==> src/quad_count_pkg.sv <==
// Constants and carriers for the quadrature event counter.
// Assumes a single 40 MHz clock domain; no software bus, controls are ports.
package quad_count_pkg;
    localparam int COUNT_WIDTH = 16;
    localparam logic [15:0] COUNT_RESET = 16'h0000;
    localparam logic [15:0] COUNT_MAX = 16'hFFFF;
    localparam logic [15:0] COUNT_MIN = 16'h0000;
    localparam logic [1:0] SYNC_RESET = 2'h0;

    // Control levels, held by software
    typedef struct packed {
        logic count_start;
        logic fourfold_edge_select;
        logic count_type_select;
    } quad_ctrl_s;

    // Host write strobe with its data
    typedef struct packed {
        logic valid;
        logic [15:0] data;
    } quad_write_s;

    typedef enum logic [1:0] {
        STEP_NONE = 2'b00,
        STEP_UP = 2'b01,
        STEP_DOWN = 2'b10
    } step_e;
endpackage

==> src/quadrature_event_counter.sv <==
// Quadrature event counter: two phase pins drive a 16-bit up/down counter.
// Assumes phase pins synchronous-ish to clock; controls and the register port are plain ports.
// How it works
// - Pulse interrupt on overflow up or underflow down
// - Read port shows live count
// - Stopped write loads reload and counter
// - Running write loads only reload register
// - Normal: B high, A rise up, fall down
// - x4: A rises with B high, count up
// - x4: A falls with B high, count down
// - Wrap reloads unless free-run selected
// - Count only while start flag set
// - Edge select 0 normal, 1 x4
`timescale 1ns/1ps
module quadrature_event_counter
    import quad_count_pkg::*;
(
    input wire logic clock,
    input wire logic resetn,
    input wire logic phase_a_input,
    input wire logic phase_b_input,
    input wire quad_count_pkg::quad_ctrl_s ctrl,
    input wire quad_count_pkg::quad_write_s count_write,
    output logic [15:0] quad_count_register,
    output logic [15:0] reload_value,
    output logic interrupt_request
);
    import quad_count_pkg::*;

    // ********************************
    // Input synchronisers and edges
    // ********************************
    logic [1:0] sync_a_reg, sync_a_next;
    logic [1:0] sync_b_reg, sync_b_next;
    logic prev_a_reg, prev_a_next;
    logic prev_b_reg, prev_b_next;
    logic dir_up_reg, dir_up_next;

    always_comb
    begin
        sync_a_next = {sync_a_reg[0], phase_a_input};
        sync_b_next = {sync_b_reg[0], phase_b_input};
        prev_a_next = sync_a_reg[1];
        prev_b_next = sync_b_reg[1];
    end

    always_ff @(posedge clock or negedge resetn)
    begin
        if (!resetn)
        begin
            sync_a_reg <= SYNC_RESET;
            sync_b_reg <= SYNC_RESET;
            prev_a_reg <= 1'b0;
            prev_b_reg <= 1'b0;
            dir_up_reg <= 1'b1;
        end
        else
        begin
            sync_a_reg <= sync_a_next;
            sync_b_reg <= sync_b_next;
            prev_a_reg <= prev_a_next;
            prev_b_reg <= prev_b_next;
            dir_up_reg <= dir_up_next;
        end
    end

    logic a_now, b_now, a_rise, a_fall, a_edge, b_edge;
    assign a_now = sync_a_reg[1];
    assign b_now = sync_b_reg[1];
    assign a_rise = a_now & ~prev_a_reg;
    assign a_fall = ~a_now & prev_a_reg;
    assign a_edge = a_rise | a_fall;
    assign b_edge = b_now ^ prev_b_reg;

    // ********************************
    // Step decode
    // ********************************
    step_e step;

    always_comb
    begin
        step = STEP_NONE;
        dir_up_next = dir_up_reg;
        if (!ctrl.fourfold_edge_select)
        begin
            if (b_now && a_rise)
                step = STEP_UP;
            else if (b_now && a_fall)
                step = STEP_DOWN;
        end
        else
        begin
            // Direction latched by A edges while B high; applies to all edges
            if (a_edge && b_now)
                dir_up_next = a_rise;
            if (a_edge || b_edge)
                step = dir_up_next ? STEP_UP : STEP_DOWN;
        end
        if (!ctrl.count_start)
            step = STEP_NONE;
    end

    // ********************************
    // Counter, reload and interrupt
    // ********************************
    logic [15:0] count_reg, count_next;
    logic [15:0] reload_reg, reload_next;
    logic irq_reg, irq_next;

    always_comb
    begin
        count_next = count_reg;
        reload_next = reload_reg;
        irq_next = 1'b0;
        case (step)
            STEP_UP:
            begin
                if (count_reg == COUNT_MAX)
                begin
                    irq_next = 1'b1;
                    // Free-run simply wraps
                    count_next = ctrl.count_type_select ? COUNT_MIN : reload_reg;
                end
                else
                    count_next = count_reg + 16'h0001;
            end
            STEP_DOWN:
            begin
                if (count_reg == COUNT_MIN)
                begin
                    irq_next = 1'b1;
                    count_next = ctrl.count_type_select ? COUNT_MAX : reload_reg;
                end
                else
                    count_next = count_reg - 16'h0001;
            end
            default:
                count_next = count_reg;
        endcase
        if (count_write.valid)
        begin
            reload_next = count_write.data;
            // A write while stopped overrides the counter too
            if (!ctrl.count_start)
                count_next = count_write.data;
        end
    end

    always_ff @(posedge clock or negedge resetn)
    begin
        if (!resetn)
        begin
            count_reg <= COUNT_RESET;
            reload_reg <= COUNT_RESET;
            irq_reg <= 1'b0;
        end
        else
        begin
            count_reg <= count_next;
            reload_reg <= reload_next;
            irq_reg <= irq_next;
        end
    end

    assign quad_count_register = count_reg;
    assign reload_value = reload_reg;
    assign interrupt_request = irq_reg;

    // ********************************
    // Assertions
    // ********************************
    AST_IRQ_WRAP: assert property (@(posedge clock) disable iff (!resetn)
        interrupt_request |-> ($past(step) == STEP_UP && $past(count_reg) == COUNT_MAX)
        || ($past(step) == STEP_DOWN && $past(count_reg) == COUNT_MIN))
        else $error("interrupt without wrap");
    AST_STOPPED_WRITE: assert property (@(posedge clock) disable iff (!resetn)
        (count_write.valid && !ctrl.count_start) |=> (count_reg == $past(count_write.data)
        && reload_reg == $past(count_write.data)))
        else $error("stopped write not loaded");
    AST_RUNNING_WRITE: assert property (@(posedge clock) disable iff (!resetn)
        (count_write.valid && ctrl.count_start && step == STEP_NONE)
        |=> (reload_reg == $past(count_write.data) && $stable(count_reg)))
        else $error("running write touched counter");
    AST_NORMAL_UP: assert property (@(posedge clock) disable iff (!resetn)
        (ctrl.count_start && !ctrl.fourfold_edge_select && b_now && a_rise
        && count_reg != COUNT_MAX && !count_write.valid)
        |=> count_reg == $past(count_reg) + 16'h0001)
        else $error("normal up count missed");
    AST_NORMAL_HOLD: assert property (@(posedge clock) disable iff (!resetn)
        (!ctrl.fourfold_edge_select && !b_now && !count_write.valid) |=> $stable(count_reg))
        else $error("normal count with B low");
    AST_X4_UP: assert property (@(posedge clock) disable iff (!resetn)
        (ctrl.count_start && ctrl.fourfold_edge_select && b_now && a_rise
        && count_reg != COUNT_MAX && !count_write.valid)
        |=> count_reg == $past(count_reg) + 16'h0001)
        else $error("x4 up count missed");
    AST_X4_DOWN: assert property (@(posedge clock) disable iff (!resetn)
        (ctrl.count_start && ctrl.fourfold_edge_select && b_now && a_fall
        && count_reg != COUNT_MIN && !count_write.valid)
        |=> count_reg == $past(count_reg) - 16'h0001)
        else $error("x4 down count missed");
    AST_RELOAD: assert property (@(posedge clock) disable iff (!resetn)
        (step == STEP_UP && count_reg == COUNT_MAX && !ctrl.count_type_select
        && !count_write.valid) |=> count_reg == $past(reload_reg))
        else $error("no reload on overflow");
    AST_STOP_HOLD: assert property (@(posedge clock) disable iff (!resetn)
        (!ctrl.count_start && !count_write.valid) |=> ($stable(count_reg) && !interrupt_request))
        else $error("counted while stopped");
    AST_SYNC_DELAY: assert property (@(posedge clock) disable iff (!resetn)
        $rose(phase_a_input) ##1 phase_a_input |=> a_now)
        else $error("sync path delay wrong");

    COV_OVERFLOW: cover property (@(posedge clock) disable iff (!resetn) interrupt_request);
    COV_X4_DOWN: cover property (@(posedge clock) disable iff (!resetn)
        ctrl.fourfold_edge_select && step == STEP_DOWN);
    COV_FREE_RUN: cover property (@(posedge clock) disable iff (!resetn)
        ctrl.count_type_select && interrupt_request);
    COV_RUN_WRITE: cover property (@(posedge clock) disable iff (!resetn)
        ctrl.count_start && count_write.valid);
endmodule

==> config.mk <==
export PLATFORM = sky130hd
export DESIGN_NAME = quadrature_event_counter
export DESIGN_NICKNAME = d
export VERILOG_FILES = /design/src/quad_count_pkg.sv /design/src/quadrature_event_counter.sv
export SDC_FILE = /design/constraint.sdc
export NUM_CORES = 1
export LEC_CHECK = 0
export BUFFER_PORTS_ARGS = -buffer_cell sky130_fd_sc_hd__buf_2
export CAP_MARGIN = 30
export CORE_UTILIZATION = 47
export DETAILED_ROUTE_END_ITERATION = 6
export PLACE_DENSITY = 0.69
export RECOVER_POWER = 25
export SYNTH_ARGS = -nofsm -noshare
export SYNTH_HDL_FRONTEND = slang
export SYNTH_SLANG_ARGS = --single-unit
==> constraint.sdc <==
create_clock -name clock -period 2.4 [get_ports clock]
set_clock_uncertainty 0.05 [all_clocks]
set_input_delay 0.12 -clock clock [delete_from_list [all_inputs] [get_ports clock]]
set_output_delay 0.12 -clock clock [all_outputs]
set_load 0.02 [all_outputs]
==> metrics.md, run 1 <==
| Metric | Value |
|---|---|
| Post-synth top area cell | dfrtp_1 |
| Final-layout fill cell count | 558 |
| Endpoint class of the critical path | flip-flop |
| Slew Limit Fails | 0 |
| Critical path arrival | around 2700 ps |
| Fmax | 0.388 GHz |
| Area delta synth->final | 30.7% |
| Routed len/inst | about 20 um |
| Rel. slew slack | 0.382 |
| Setup TNS | -1770 ps |
| Height of the die | approximately 83 um |
| Final-stage net count | between 400 and 500 |
| Post-Route WL | around 10,000 um |
| DR top layer | met4 |
| Vias/cell | approximately 6.5 |
| Power density cells | about 700 nW/um^2 |
| Tot Pwr | ~2800 uW |
| Post-synthesis async set-or-reset flop share | 1.00 |
| TritonCTS clock tree | built |
| GRT Total Usage | 0.317 |
| ANT nets after route | 0 |
| Simple-gate portion of the synthesized area | 0.247 |
| Final period utilization | 1.07 |
| Number of max-cap violations | 0 |
| Met3 routed WL | approximately 600 um |
| Leakage | 0.00162 uW |
| Vias in the first global route | about 3,100 |
| M1 wire length | 4420 um |
| Synth top area cells | dfrtp_1 (32%), a21oi_1 (6.1%), mux2_2 (5.9%) |
| Post-synth EDFFs | 0 |
| Pin count of the biggest net entering global routing | 41 |
| Die X | about 83 um |
| Initial Util | 0.484 |
| Via count | around 3,300 |
| Sequential share of the synthesized area | 0.328 |
| Root Buffer | clkbuf_8 |
| Register area | 1000 um^2 |
| Yosys reg bits | 40 |
| Complex-gate fraction of the synthesized area | 0.220 |
| Syn Area/Cell | approximately 9 um^2 |
| Port-buffer cells | 56 |
| Clock sink count | 40 |
| Final worst slack | -178 ps |
| Endpoints failing hold | 0 |
| Synth Cell Area | approximately 3000 um^2 |
| Critical path class | reg -> reg |
| Failing checks | setup timing |
| Cell Rows | 29 |
| Core box area | approximately 6300 um^2 |
| Synth Area in XOR/XNOR | 0.0458 |
| Clock period minus worst slack | around 2600 ps |
| Worst-Skew Late Latency | 310 ps |
| Post-synth top area share | 0.319 |
| Largest family of logic cells by synthesized area | simple AND/OR/NAND/NOR gates |
| H-tree Lvls | 2 |
| Synth Warn # | 0 |
| DRT Pass-1 Iters | 7 |
| Io pins | 57 |
| Slack of the worst reg-to-reg path | -180 ps |
| Die ar. | around 6800 um^2 |
| Clk slew on worst S/H paths | 100 ps |
| Post-DP HPWL | 7540 um |
| WP data required | ~2500 ps |
| DRC violations left | 0 |
| Worst Hold Margin | about 6.7 ps |
| Max IR drop VDD | 430 uV |
| Final Wtd Congestion | 1.02 |
| CTS Buf Count | 5 |
| Hold Path Class | in -> reg |
| Worst Tran Pin Value | between 900 and 1000 ps |
| Layout cells sized above 1 | 0.376 |
| Critical Path Fanout Max | 4 |
| RSZ-0062 raised after global routing | true |
| Initial antenna violation count | 0 |
| Multi-input gate area | ~2000 um^2 |
| Post-synth cell types | 66 |
| CTS Buffer Depth | 2 |
| Cells after Synth | roughly 350 |
| First-pass GRT wire length | 16,000 um |
| Syn nets | approximately 380 |
| Initial DRC count | ~440 |
| # setup viols final | 16 |
| Outcome | finished with violations |
| Grt ovf | 0 |
| Proportion of synthesized area in mux cells | 0.0622 |
| Met2 routed WL | just under 5000 um |
| Worst setup SP type | flip-flop |
| Antenna fix cells | 0 |
| Main synth FF type | dfrtp_1 |
| Post-synthesis adder-cell area fraction | 0.0287 |
==> layout make-up <==
type,instances,share of cell area
timing repair buffer,107,0.176
inverter,14,0.0141
tap,77,0.0241
multi-input combinational,262,0.503
clock inverter,1,0.00752
clock buffer,7,0.0241
sequential,40,0.251
==> layout by cell type (no fill, tap or decap), drive strengths merged, types with 7 or more instances in the layout <==
cell	instances
a21oi	37
a31oi	9
buf	97
clkbuf	13
dfrtp	39
ha	7
inv	13
mux2	16
nand2	21
nand3	11
nand4	11
nor2	13
nor3	13
nor4	11
o21ai	20
or3	12
xnor2	10
==> cell usage after synthesis (2+ instances only) <==
cell / count
a21oi_1: 37
a221o_1: 2
a221oi_1: 5
a31oi_1: 9
a32oi_1: 3
and3_1: 2
and4_1: 3
buf_1: 2
buf_2: 8
buf_4: 3
buf_6: 3
clkbuf_1: 14
dfrtp_1: 39
ha_1: 7
inv_1: 14
mux2_2: 16
nand2_1: 19
nand2_4: 2
nand3_1: 10
nand3b_1: 2
nand4_1: 10
nor2_1: 13
nor2b_1: 4
nor3_1: 11
nor3_2: 2
nor3b_1: 3
nor4_1: 9
nor4b_4: 2
o2111ai_1: 4
o211a_1: 2
o21a_1: 2
o21ai_0: 18
o21ai_1: 2
o21bai_1: 2
o311ai_0: 3
o32ai_1: 2
o41ai_1: 2
or3_1: 12
or4_1: 2
xnor2_1: 10
xor2_1: 6
==> path summary, 6_finish.rpt <==
kind,endpoint,from,cells past startpoint
max,quad_count_register[12]$_DFF_PN0_,prev_a_reg$_DFF_PN0_,12
min,reload_value[8]$_DFFE_PN0P_,count_write[8],2
max reg2reg,quad_count_register[12]$_DFF_PN0_,prev_a_reg$_DFF_PN0_,12
min reg2reg,sync_a_reg[1]$_DFF_PN0_,sync_a_reg[0]$_DFF_PN0_,0
max in group asynchronous,quad_count_register[12]$_DFF_PN0_,resetn,2
min in group asynchronous,quad_count_register[10]$_DFF_PN0_,resetn,2
==> per-stage QoR <==
step | instances | setup WS, ps | instance area, um^2 | utilization
2_1_floorplan | 346 | 6.24 | 3090 | -
6_report | 508 | -178 | 4000 | 0.633
3_3_place_gp | 494 | -189 | 3650 | 0.578
5_1_grt | 508 | -283 | 4000 | 0.633
4_1_cts | 507 | -154 | 3950 | 0.626
3_5_place_dp | 494 | -247 | 3650 | 0.578
==> critical path, cell delays in order (launching register included) <==
cell and delay (ps):
dfrtp_1 410, ha_4 270, nor2b_4 150, inv_2 50
and3_4 180, o21ai_4 150, a21oi_2 60, ha_4 300
clkinvlp_4 160, buf_6 170, or3_1 330, o21ai_1 90
a31oi_1 60
==> what timing repair did <==
action,in CTS,in global routing
endpoints found under the hold margin,42,0
pin swaps,11,6
setup buffers,2,1
hold buffers,4,0
endpoints found under the setup margin,16,16
resized for setup,30,15
==> report_power, final <==
part	switching [uW]	internal [uW]	total, uW
clock	263	367	630
sequential	168	773	941
combinational	712	501	1210
total	1140	1640	2780
==> cells by family after synthesis <==
logic type      count (synthesis)
buf+inv                        44
compound gates                104
simple gates                  118
mux                            17
fa+ha+maj                       7
flops                          40
xor+xnor                       16
==> per-layer routing <==
metal | vias to the layer above | GRT usage
met5 | - | 0
met4 | 0 | 0.148
met3 | 31 | 0.0527
met2 | 163 | 0.503
met1 | 1611 | 0.418
li1 | 1481 | -
Note: power is estimated with default switching activity, not from simulation.
==> run 2: changes to the inputs <==
- HOLD_SLACK_MARGIN: not set -> 0.02
==> run 2 against run 1 <==
  * The run ends with DRC, setup timing left
  * Critical path type unchanged
  * Wire length grew 0.37%
  * Sequential power is essentially flat
  * Die area is the same
  * Utilization grew 1.8 points
  * Largest power group unchanged
  * Non-clock buffer count grew 11
  * First-iteration DRC count shrank 13%
  * Register-to-register slack is essentially flat
  * Total power grew 0.27%
  * Sequential cell count is the same
==> metrics.md, run 2 (synthesis results as in run 1) <==
| Metric | Value |
|---|---|
| GRT Total Usage | 0.321 (+0.00393) |
| Endpoint class of the critical path | flip-flop |
| DRT Pass-1 Iters | 7 (unchanged) |
| Int Pwr | 1650 uW (+0.76%) |
| Root Buffer | clkbuf_8 |
| Highest-delay cell along the critical path | dfrtp_1 |
| Final-stage net count | 472 (+2.4%) |
| Delay-heaviest family, CP | simple AND/OR/NAND/NOR gates |
| First-pass GRT wire length | 16,300 um (+1.4%) |
| Crit path largest cell delay | 410 ps (about the same) |
| Outcome | finished with violations |
| Die X | 82.6 um (unchanged) |
| Leakage | 0.00166 uW (+2.6%) |
| Failing checks | DRC, setup timing |
| Clock period minus worst slack | 2580 ps (+4.71 ps) |
| NetSw | 1140 uW (-0.45%) |
| Critical path arrival | 2700 ps (about the same) |
| Power density cells | 679 nW/um^2 (-2.5%) |
| Vias/cell | 6.34 (-1.9%) |
| Commonest non-fill, non-tap cell in the layout | buf_2 |
| Clk slew on worst S/H paths | 80 ps (-20 ps) |
| Grt ovf | 0 (unchanged) |
| Endpoints failing hold | 0 (unchanged) |
| Combinational power share | 0.440 (+0.004) |
| WP data required | 2520 ps (about the same) |
| Critical Path Fanout Max | 4 (unchanged) |
| Fmax | 0.387 GHz (-0.18%) |
| Initial Util | 0.484 (unchanged) |
| Port-buffer cells | 56 (unchanged) |
| Height of the die | 82.6 um (unchanged) |
| Number of max-cap violations | 0 (unchanged) |
| Final worst slack | -182 ps (-4.71 ps) |
| Final Wtd Congestion | 1.02 (unchanged) |
| Multi-input gate area | 2020 um^2 (+0.37%) |
| Vias in the first global route | 3,151 (+2.0%) |
| Register area | 1000 um^2 (unchanged) |
| Final period utilization | 1.08 (+0.00196) |
| Core box area | 6310 um^2 (unchanged) |
| TritonCTS clock tree | built |
| Initial antenna violation count | 0 (unchanged) |
| ANT nets after route | 0 (unchanged) |
| Via count | 3,292 (+0.18%) |
| DRC violations left | 2 (+2) |
| Clock power share | 0.223 (-0.003) |
| CP bufs+invs | 3 (unchanged) |
| Slew Limit Fails | 0 (unchanged) |
| Worst Tran Pin Value | 930 ps (+2.79 ps) |
| Critical-path cell list | ha_4 -> nor2b_4 -> inv_2 -> and3_4 -> o21ai_4 -> a21oi_2 -> ha_4 -> clkinvlp_4 -> buf_6 -> or3_1 -> o21ai_1 -> a31oi_1 |
| Worst setup SP type | flip-flop |
| Layout cells sized above 1 | 0.364 (-0.0116) |
| Area delta synth->final | 34.5% |
| CTS Buffer Depth | 2 (unchanged) |
| Sw Share | 0.408 (-0.00293) |
| Initial DRC count | 384 (-13%) |
| Worst-Skew Late Latency | 300 ps (about the same) |
| Most frequent cell on the critical path | ha_4 |
| RSZ-0062 raised after global routing | true |
| # setup viols final | 16 (unchanged) |
| CTS Buf Count | 5 (unchanged) |
| Die ar. | 6830 um^2 (unchanged) |
| Rel. slew slack | 0.380 (-0.00186) |
| Clock sink count | 40 (unchanged) |
| Antenna fix cells | 0 (unchanged) |
| Cell Rows | 29 (unchanged) |
| Post-Route WL | 10,300 um (+0.37%) |
| Sequential Power Share | 0.337 (about the same) |
| Critical path class | reg -> reg |
| Max IR drop VDD | 427 uV (-0.77%) |
| H-tree Lvls | 2 (unchanged) |
| Worst Hold Margin | 25.2 ps (+18.5 ps) |
| Tot Pwr | 2790 uW (+0.27%) |
| Io pins | 57 (unchanged) |
| Hold Path Class | in -> reg |
| Final-layout fill cell count | 544 (-2.5%) |
| Routed len/inst | 19.8 um (-1.8%) |
| Commonest non-fill, non-tap cells in the layout | buf_2 (50), dfrtp_1 (39), buf_4 (37) |
| Pin count of the biggest net entering global routing | 41 (unchanged) |
| Post-DP HPWL | 7540 um (unchanged) |
-- run 2: cell count changes in the layout (fill, tap and decap cells not counted) --
cell / before / now
nor2b_4: 1 / 2
clkbuf_1: 6 / 8
dlygate4sd3_1: 4 / 15
buf_2: 52 / 50
nor2b_1: 3 / 2
-- run 2: area by class of cell --
class | count | share of cell area
multi-input combinational | 262 | 0.491
sequential | 40 | 0.244
timing repair buffer | 118 | 0.197
clock buffer | 7 | 0.0234
tap | 77 | 0.0234
inverter | 14 | 0.0137
clock inverter | 1 | 0.00731
-- run 2: final timing paths --
path | startpoint | end | slack (ps) | cells after the start
max | prev_a_reg$_DFF_PN0_ | quad_count_register[12]$_DFF_PN0_ | -180 | 12
min | count_write[2] | reload_value[2]$_DFFE_PN0P_ | 30 | 2
max reg2reg | prev_a_reg$_DFF_PN0_ | quad_count_register[12]$_DFF_PN0_ | -180 | 12
min reg2reg | sync_a_reg[0]$_DFF_PN0_ | sync_a_reg[1]$_DFF_PN0_ | 300 | 0
max in group asynchronous | resetn | quad_count_register[12]$_DFF_PN0_ | 1270 | 2
min in group asynchronous | resetn | quad_count_register[10]$_DFF_PN0_ | 430 | 2
-- run 2: repair_timing --
action | 4_1_cts | 5_1_grt
pin swaps | 11 | 6
cloned | 0 | 0
gates resized for setup | 30 | 16
setup endpoints to repair | 16 | 16
endpoints found under the hold margin | 55 | 0
buffers inserted | 2 | 1
hold buffers | 15 | 0
-- run 2: worst register-to-register path, stage by stage (launching register included) --
cell and delay [ps]:
dfrtp_1 410, ha_4 270, nor2b_4 150, inv_2 50
and3_4 180, o21ai_4 150, a21oi_2 60, ha_4 300
clkinvlp_4 160, buf_6 170, or3_1 340, o21ai_1 90
a31oi_1 60
-- run 2: metrics by stage --
step           worst slack [ps]   util  setup TNS, ps  cells  cell area [um^2]
2_1_floorplan              6.24      -              0    346              3090
3_3_place_gp               -189  0.578          -1610    494              3650
3_5_place_dp               -247  0.578          -2930    494              3650
4_1_cts                    -154  0.643          -1530    518              4060
5_1_grt                    -299  0.651          -3960    519              4110
6_report                   -182  0.651          -1740    519              4110
-- run 2: metal layers --
layer,track usage,share of wire,vias to the layer above
li1,-,-,1502
met1,0.422,0.43,1602
met2,0.511,0.47,162
met3,0.0582,0.066,26
met4,0.143,0.030,0
met5,0,0,-
-- run 2: power by group through the flow --
stage               clock network [uW]  registers (uW)  logic [uW]
floorplan                            0             982         685
global placement                     0             944        1120
detailed placement                   0             947        1130
CTS                                634             935        1200
global route                       649             959        1330
finish                             622             942        1230
==> run 3: changes to the inputs <==
- SETUP_SLACK_MARGIN: not set -> 0.3
==> run 3 against run 2 <==
  * The flow finishes with violations (setup timing)
  * Count of clock-buffer cells in the layout shrank 2
  * Via count increased by 3.3%
  * Clock power down 8.5%
  * Largest cell class unchanged
  * Critical path type unchanged
  * Sequential share of layout area down 1.2 points
  * Critical endpoint is now quad_count_register[6]$_DFF_PN0_
  * Combinational power is 7% higher
  * Die area did not move
==> metrics.md, run 3 (synthesis results as in run 1) <==
| Metric | Value |
|---|---|
| Final-layout fill cell count | 512 (-5.9%) |
| Clock period minus worst slack | 2550 ps (-28.4 ps) |
| Worst setup SP type | flip-flop |
| GRT Total Usage | 0.332 (+0.0113) |
| Antenna fix cells | 0 (unchanged) |
| Layout cells sized above 1 | 0.388 (+0.0240) |
| Post-Route WL | 10,800 um (+5.4%) |
| WP data required | 2540 ps (+20 ps) |
| Endpoint class of the critical path | flip-flop |
| Post-DP HPWL | 7420 um (-1.7%) |
| Cell Rows | 29 (unchanged) |
| ANT nets after route | 0 (unchanged) |
| Tot Pwr | 2800 uW (+0.36%) |
| M2 GR Usage | 0.534 (+0.0230) |
| H-tree Lvls | 2 (unchanged) |
| Grt met3 use | 0.0615 (+0.00330) |
| Gr busiest metal | met2 |
| Clk slew on worst S/H paths | 80 ps (about the same) |
| Hold Path Class | in -> reg |
| Critical path arrival | 2700 ps (about the same) |
| Io pins | 57 (unchanged) |
| Final worst slack | -154 ps (+28.4 ps) |
| Initial antenna violation count | 0 (unchanged) |
| Worst hold path depth | 2 (unchanged) |
| Power density cells | 648 nW/um^2 (-4.6%) |
| Final Wtd Congestion | 0.967 (-4.8%) |
| Reg2reg start | prev_a_reg$_DFF_PN0_ |
| CTS Buffer Depth | 2 (unchanged) |
| Grt ovf | 0 (unchanged) |
| Vias/cell | 6.32 (-0.34%) |
| Worst Tran Pin Value | 953 ps (+23.0 ps) |
| Rel. slew slack | 0.364 (-0.0153) |
| Final Cell Area | 4330 um^2 (+5.2%) |
| Commonest non-fill, non-tap cell in the layout | buf_4 |
| RSZ-0062 raised after global routing | true |
| Core box area | 6310 um^2 (unchanged) |
| Commonest non-fill, non-tap cells in the layout | buf_4 (50), buf_2 (42), dfrtp_1 (39) |
| Hold Path End | quad_count_register[6]$_DFF_PN0_ |
| Clock sink count | 40 (unchanged) |
| Port-buffer cells | 56 (unchanged) |
| Slack of the worst reg-to-reg path | -150 ps (+30 ps) |
| Final-stage net count | 491 (+4.0%) |
| Vias in the first global route | 3,110 (-1.3%) |
| Critical path startpoint | prev_a_reg$_DFF_PN0_ |
| Die ar. | 6830 um^2 (unchanged) |
| Critical path class | reg -> reg |
| Initial Util | 0.484 (unchanged) |
| Endpoints failing hold | 0 (unchanged) |
| Outcome | finished with violations |
| Slew Limit Fails | 0 (unchanged) |
| DRC violations left | 0 (-2) |
| Worst min-delay path startpoint | count_write[6] |
| Critical Path Fanout Max | 4 (unchanged) |
| Pin count of the biggest net entering global routing | 41 (unchanged) |
| Max IR drop VDD | 470 uV (+10%) |
| Worst flop-to-flop path endpoint | quad_count_register[6]$_DFF_PN0_ |
| Area delta synth->final | 41.5% |
| Initial DRC count | 357 (-7.0%) |
| Die X | 82.6 um (unchanged) |
| TritonCTS clock tree | built |
| Failing checks | setup timing |
| Routed len/inst | 20.2 um (+1.7%) |
| Height of the die | 82.6 um (unchanged) |
| First-pass GRT wire length | 16,500 um (+1.7%) |
| Placed cell areas | 3710 um^2 (+1.6%) |
| Final period utilization | 1.06 (-0.0118) |
| DRT Pass-1 Iters | 5 (-2) |
| Worst Hold Margin | 29.3 ps (+4.09 ps) |
| # setup viols final | 14 (-2) |
| Root Buffer | clkbuf_8 |
| Worst r2r path cells | 11 (-1) |
| Leakage | 0.00175 uW (+5.8%) |
| M1 GR Usage | 0.443 (+0.0207) |
| Fmax | 0.392 GHz (+1.1%) |
| Worst-Skew Late Latency | 300 ps (about the same) |
| Number of max-cap violations | 0 (unchanged) |
| CTS Buf Count | 5 (unchanged) |
| Via count | 3,401 (+3.3%) |
-- run 3: cell count changes in the layout (fill, tap and decap cells not counted), moves of 3 or more --
cell,before,now
buf_2,50,42
dlygate4sd3_1,15,18
clkbuf_1,8,14
buf_4,37,50
buf_6,6,12
-- run 3: power by group --
| group | internal [uW] | switching, uW |
|---|---|---|
| combinational | 546 | 772 |
| clock | 308 | 261 |
| sequential | 773 | 142 |
-- run 3: final cells by class --
cell class	instances	area, um^2	share of cell area
clock inverter	3	42.5	0.00984
tap	77	96.3	0.0223
multi-input combinational	262	2080	0.482
inverter	14	57.6	0.0133
sequential	40	1000	0.232
clock buffer	5	68.8	0.0159
timing repair buffer	137	973	0.225
-- run 3: layer usage --
layer  vias to the layer above  share of wire
li1                       1543              -
met1                      1632           0.42
met2                       196           0.48
met3                        30          0.075
met4                         0          0.024
met5                         -              0
-- run 3: worst max-delay path by stage --
| stage | endpoint | slack [ps] | depth (start not counted) |
|---|---|---|---|
| 2_1_floorplan | quad_count_register[5]$_DFF_PN0_ | 20 | 13 |
| 3_3_place_gp | quad_count_register[1]$_DFF_PN0_ | -210 | 12 |
| 3_5_place_dp | quad_count_register[1]$_DFF_PN0_ | -240 | 12 |
| 4_1_cts | quad_count_register[10]$_DFF_PN0_ | -60 | 11 |
| 5_1_grt | quad_count_register[6]$_DFF_PN0_ | -220 | 10 |
| 6_report | quad_count_register[6]$_DFF_PN0_ | -150 | 11 |
-- run 3: per-stage QoR --
step | instances | util | setup slack, ps | setup TNS (ps)
CTS | 532 | 0.668 | -63.0 | -344
detailed placement | 500 | 0.587 | -239 | -2310
global placement | 500 | 0.587 | -209 | -1580
finish | 538 | 0.685 | -154 | -751
global route | 538 | 0.685 | -218 | -2390
floorplan | 346 | - | 17.2 | 0
-- run 3: worst max-delay path, stage by stage, from the launching register on --
cell and delay, ps:
dfrtp_1 410, ha_4 270, nor2b_4 160, inv_2 50
and3_4 180, o21ai_4 170, a21oi_2 70, ha_4 200
nand2_1 150, nor3_2 80, a221o_1 370, a221o_1 290
-- run 3: timing repair --
action,CTS,global route
hold endpoints to repair,58,0
setup endpoints to repair,17,17
cloned,1,0
setup buffers,5,6
gates resized for setup,47,17
hold buffers,18,0
pin swaps,13,9
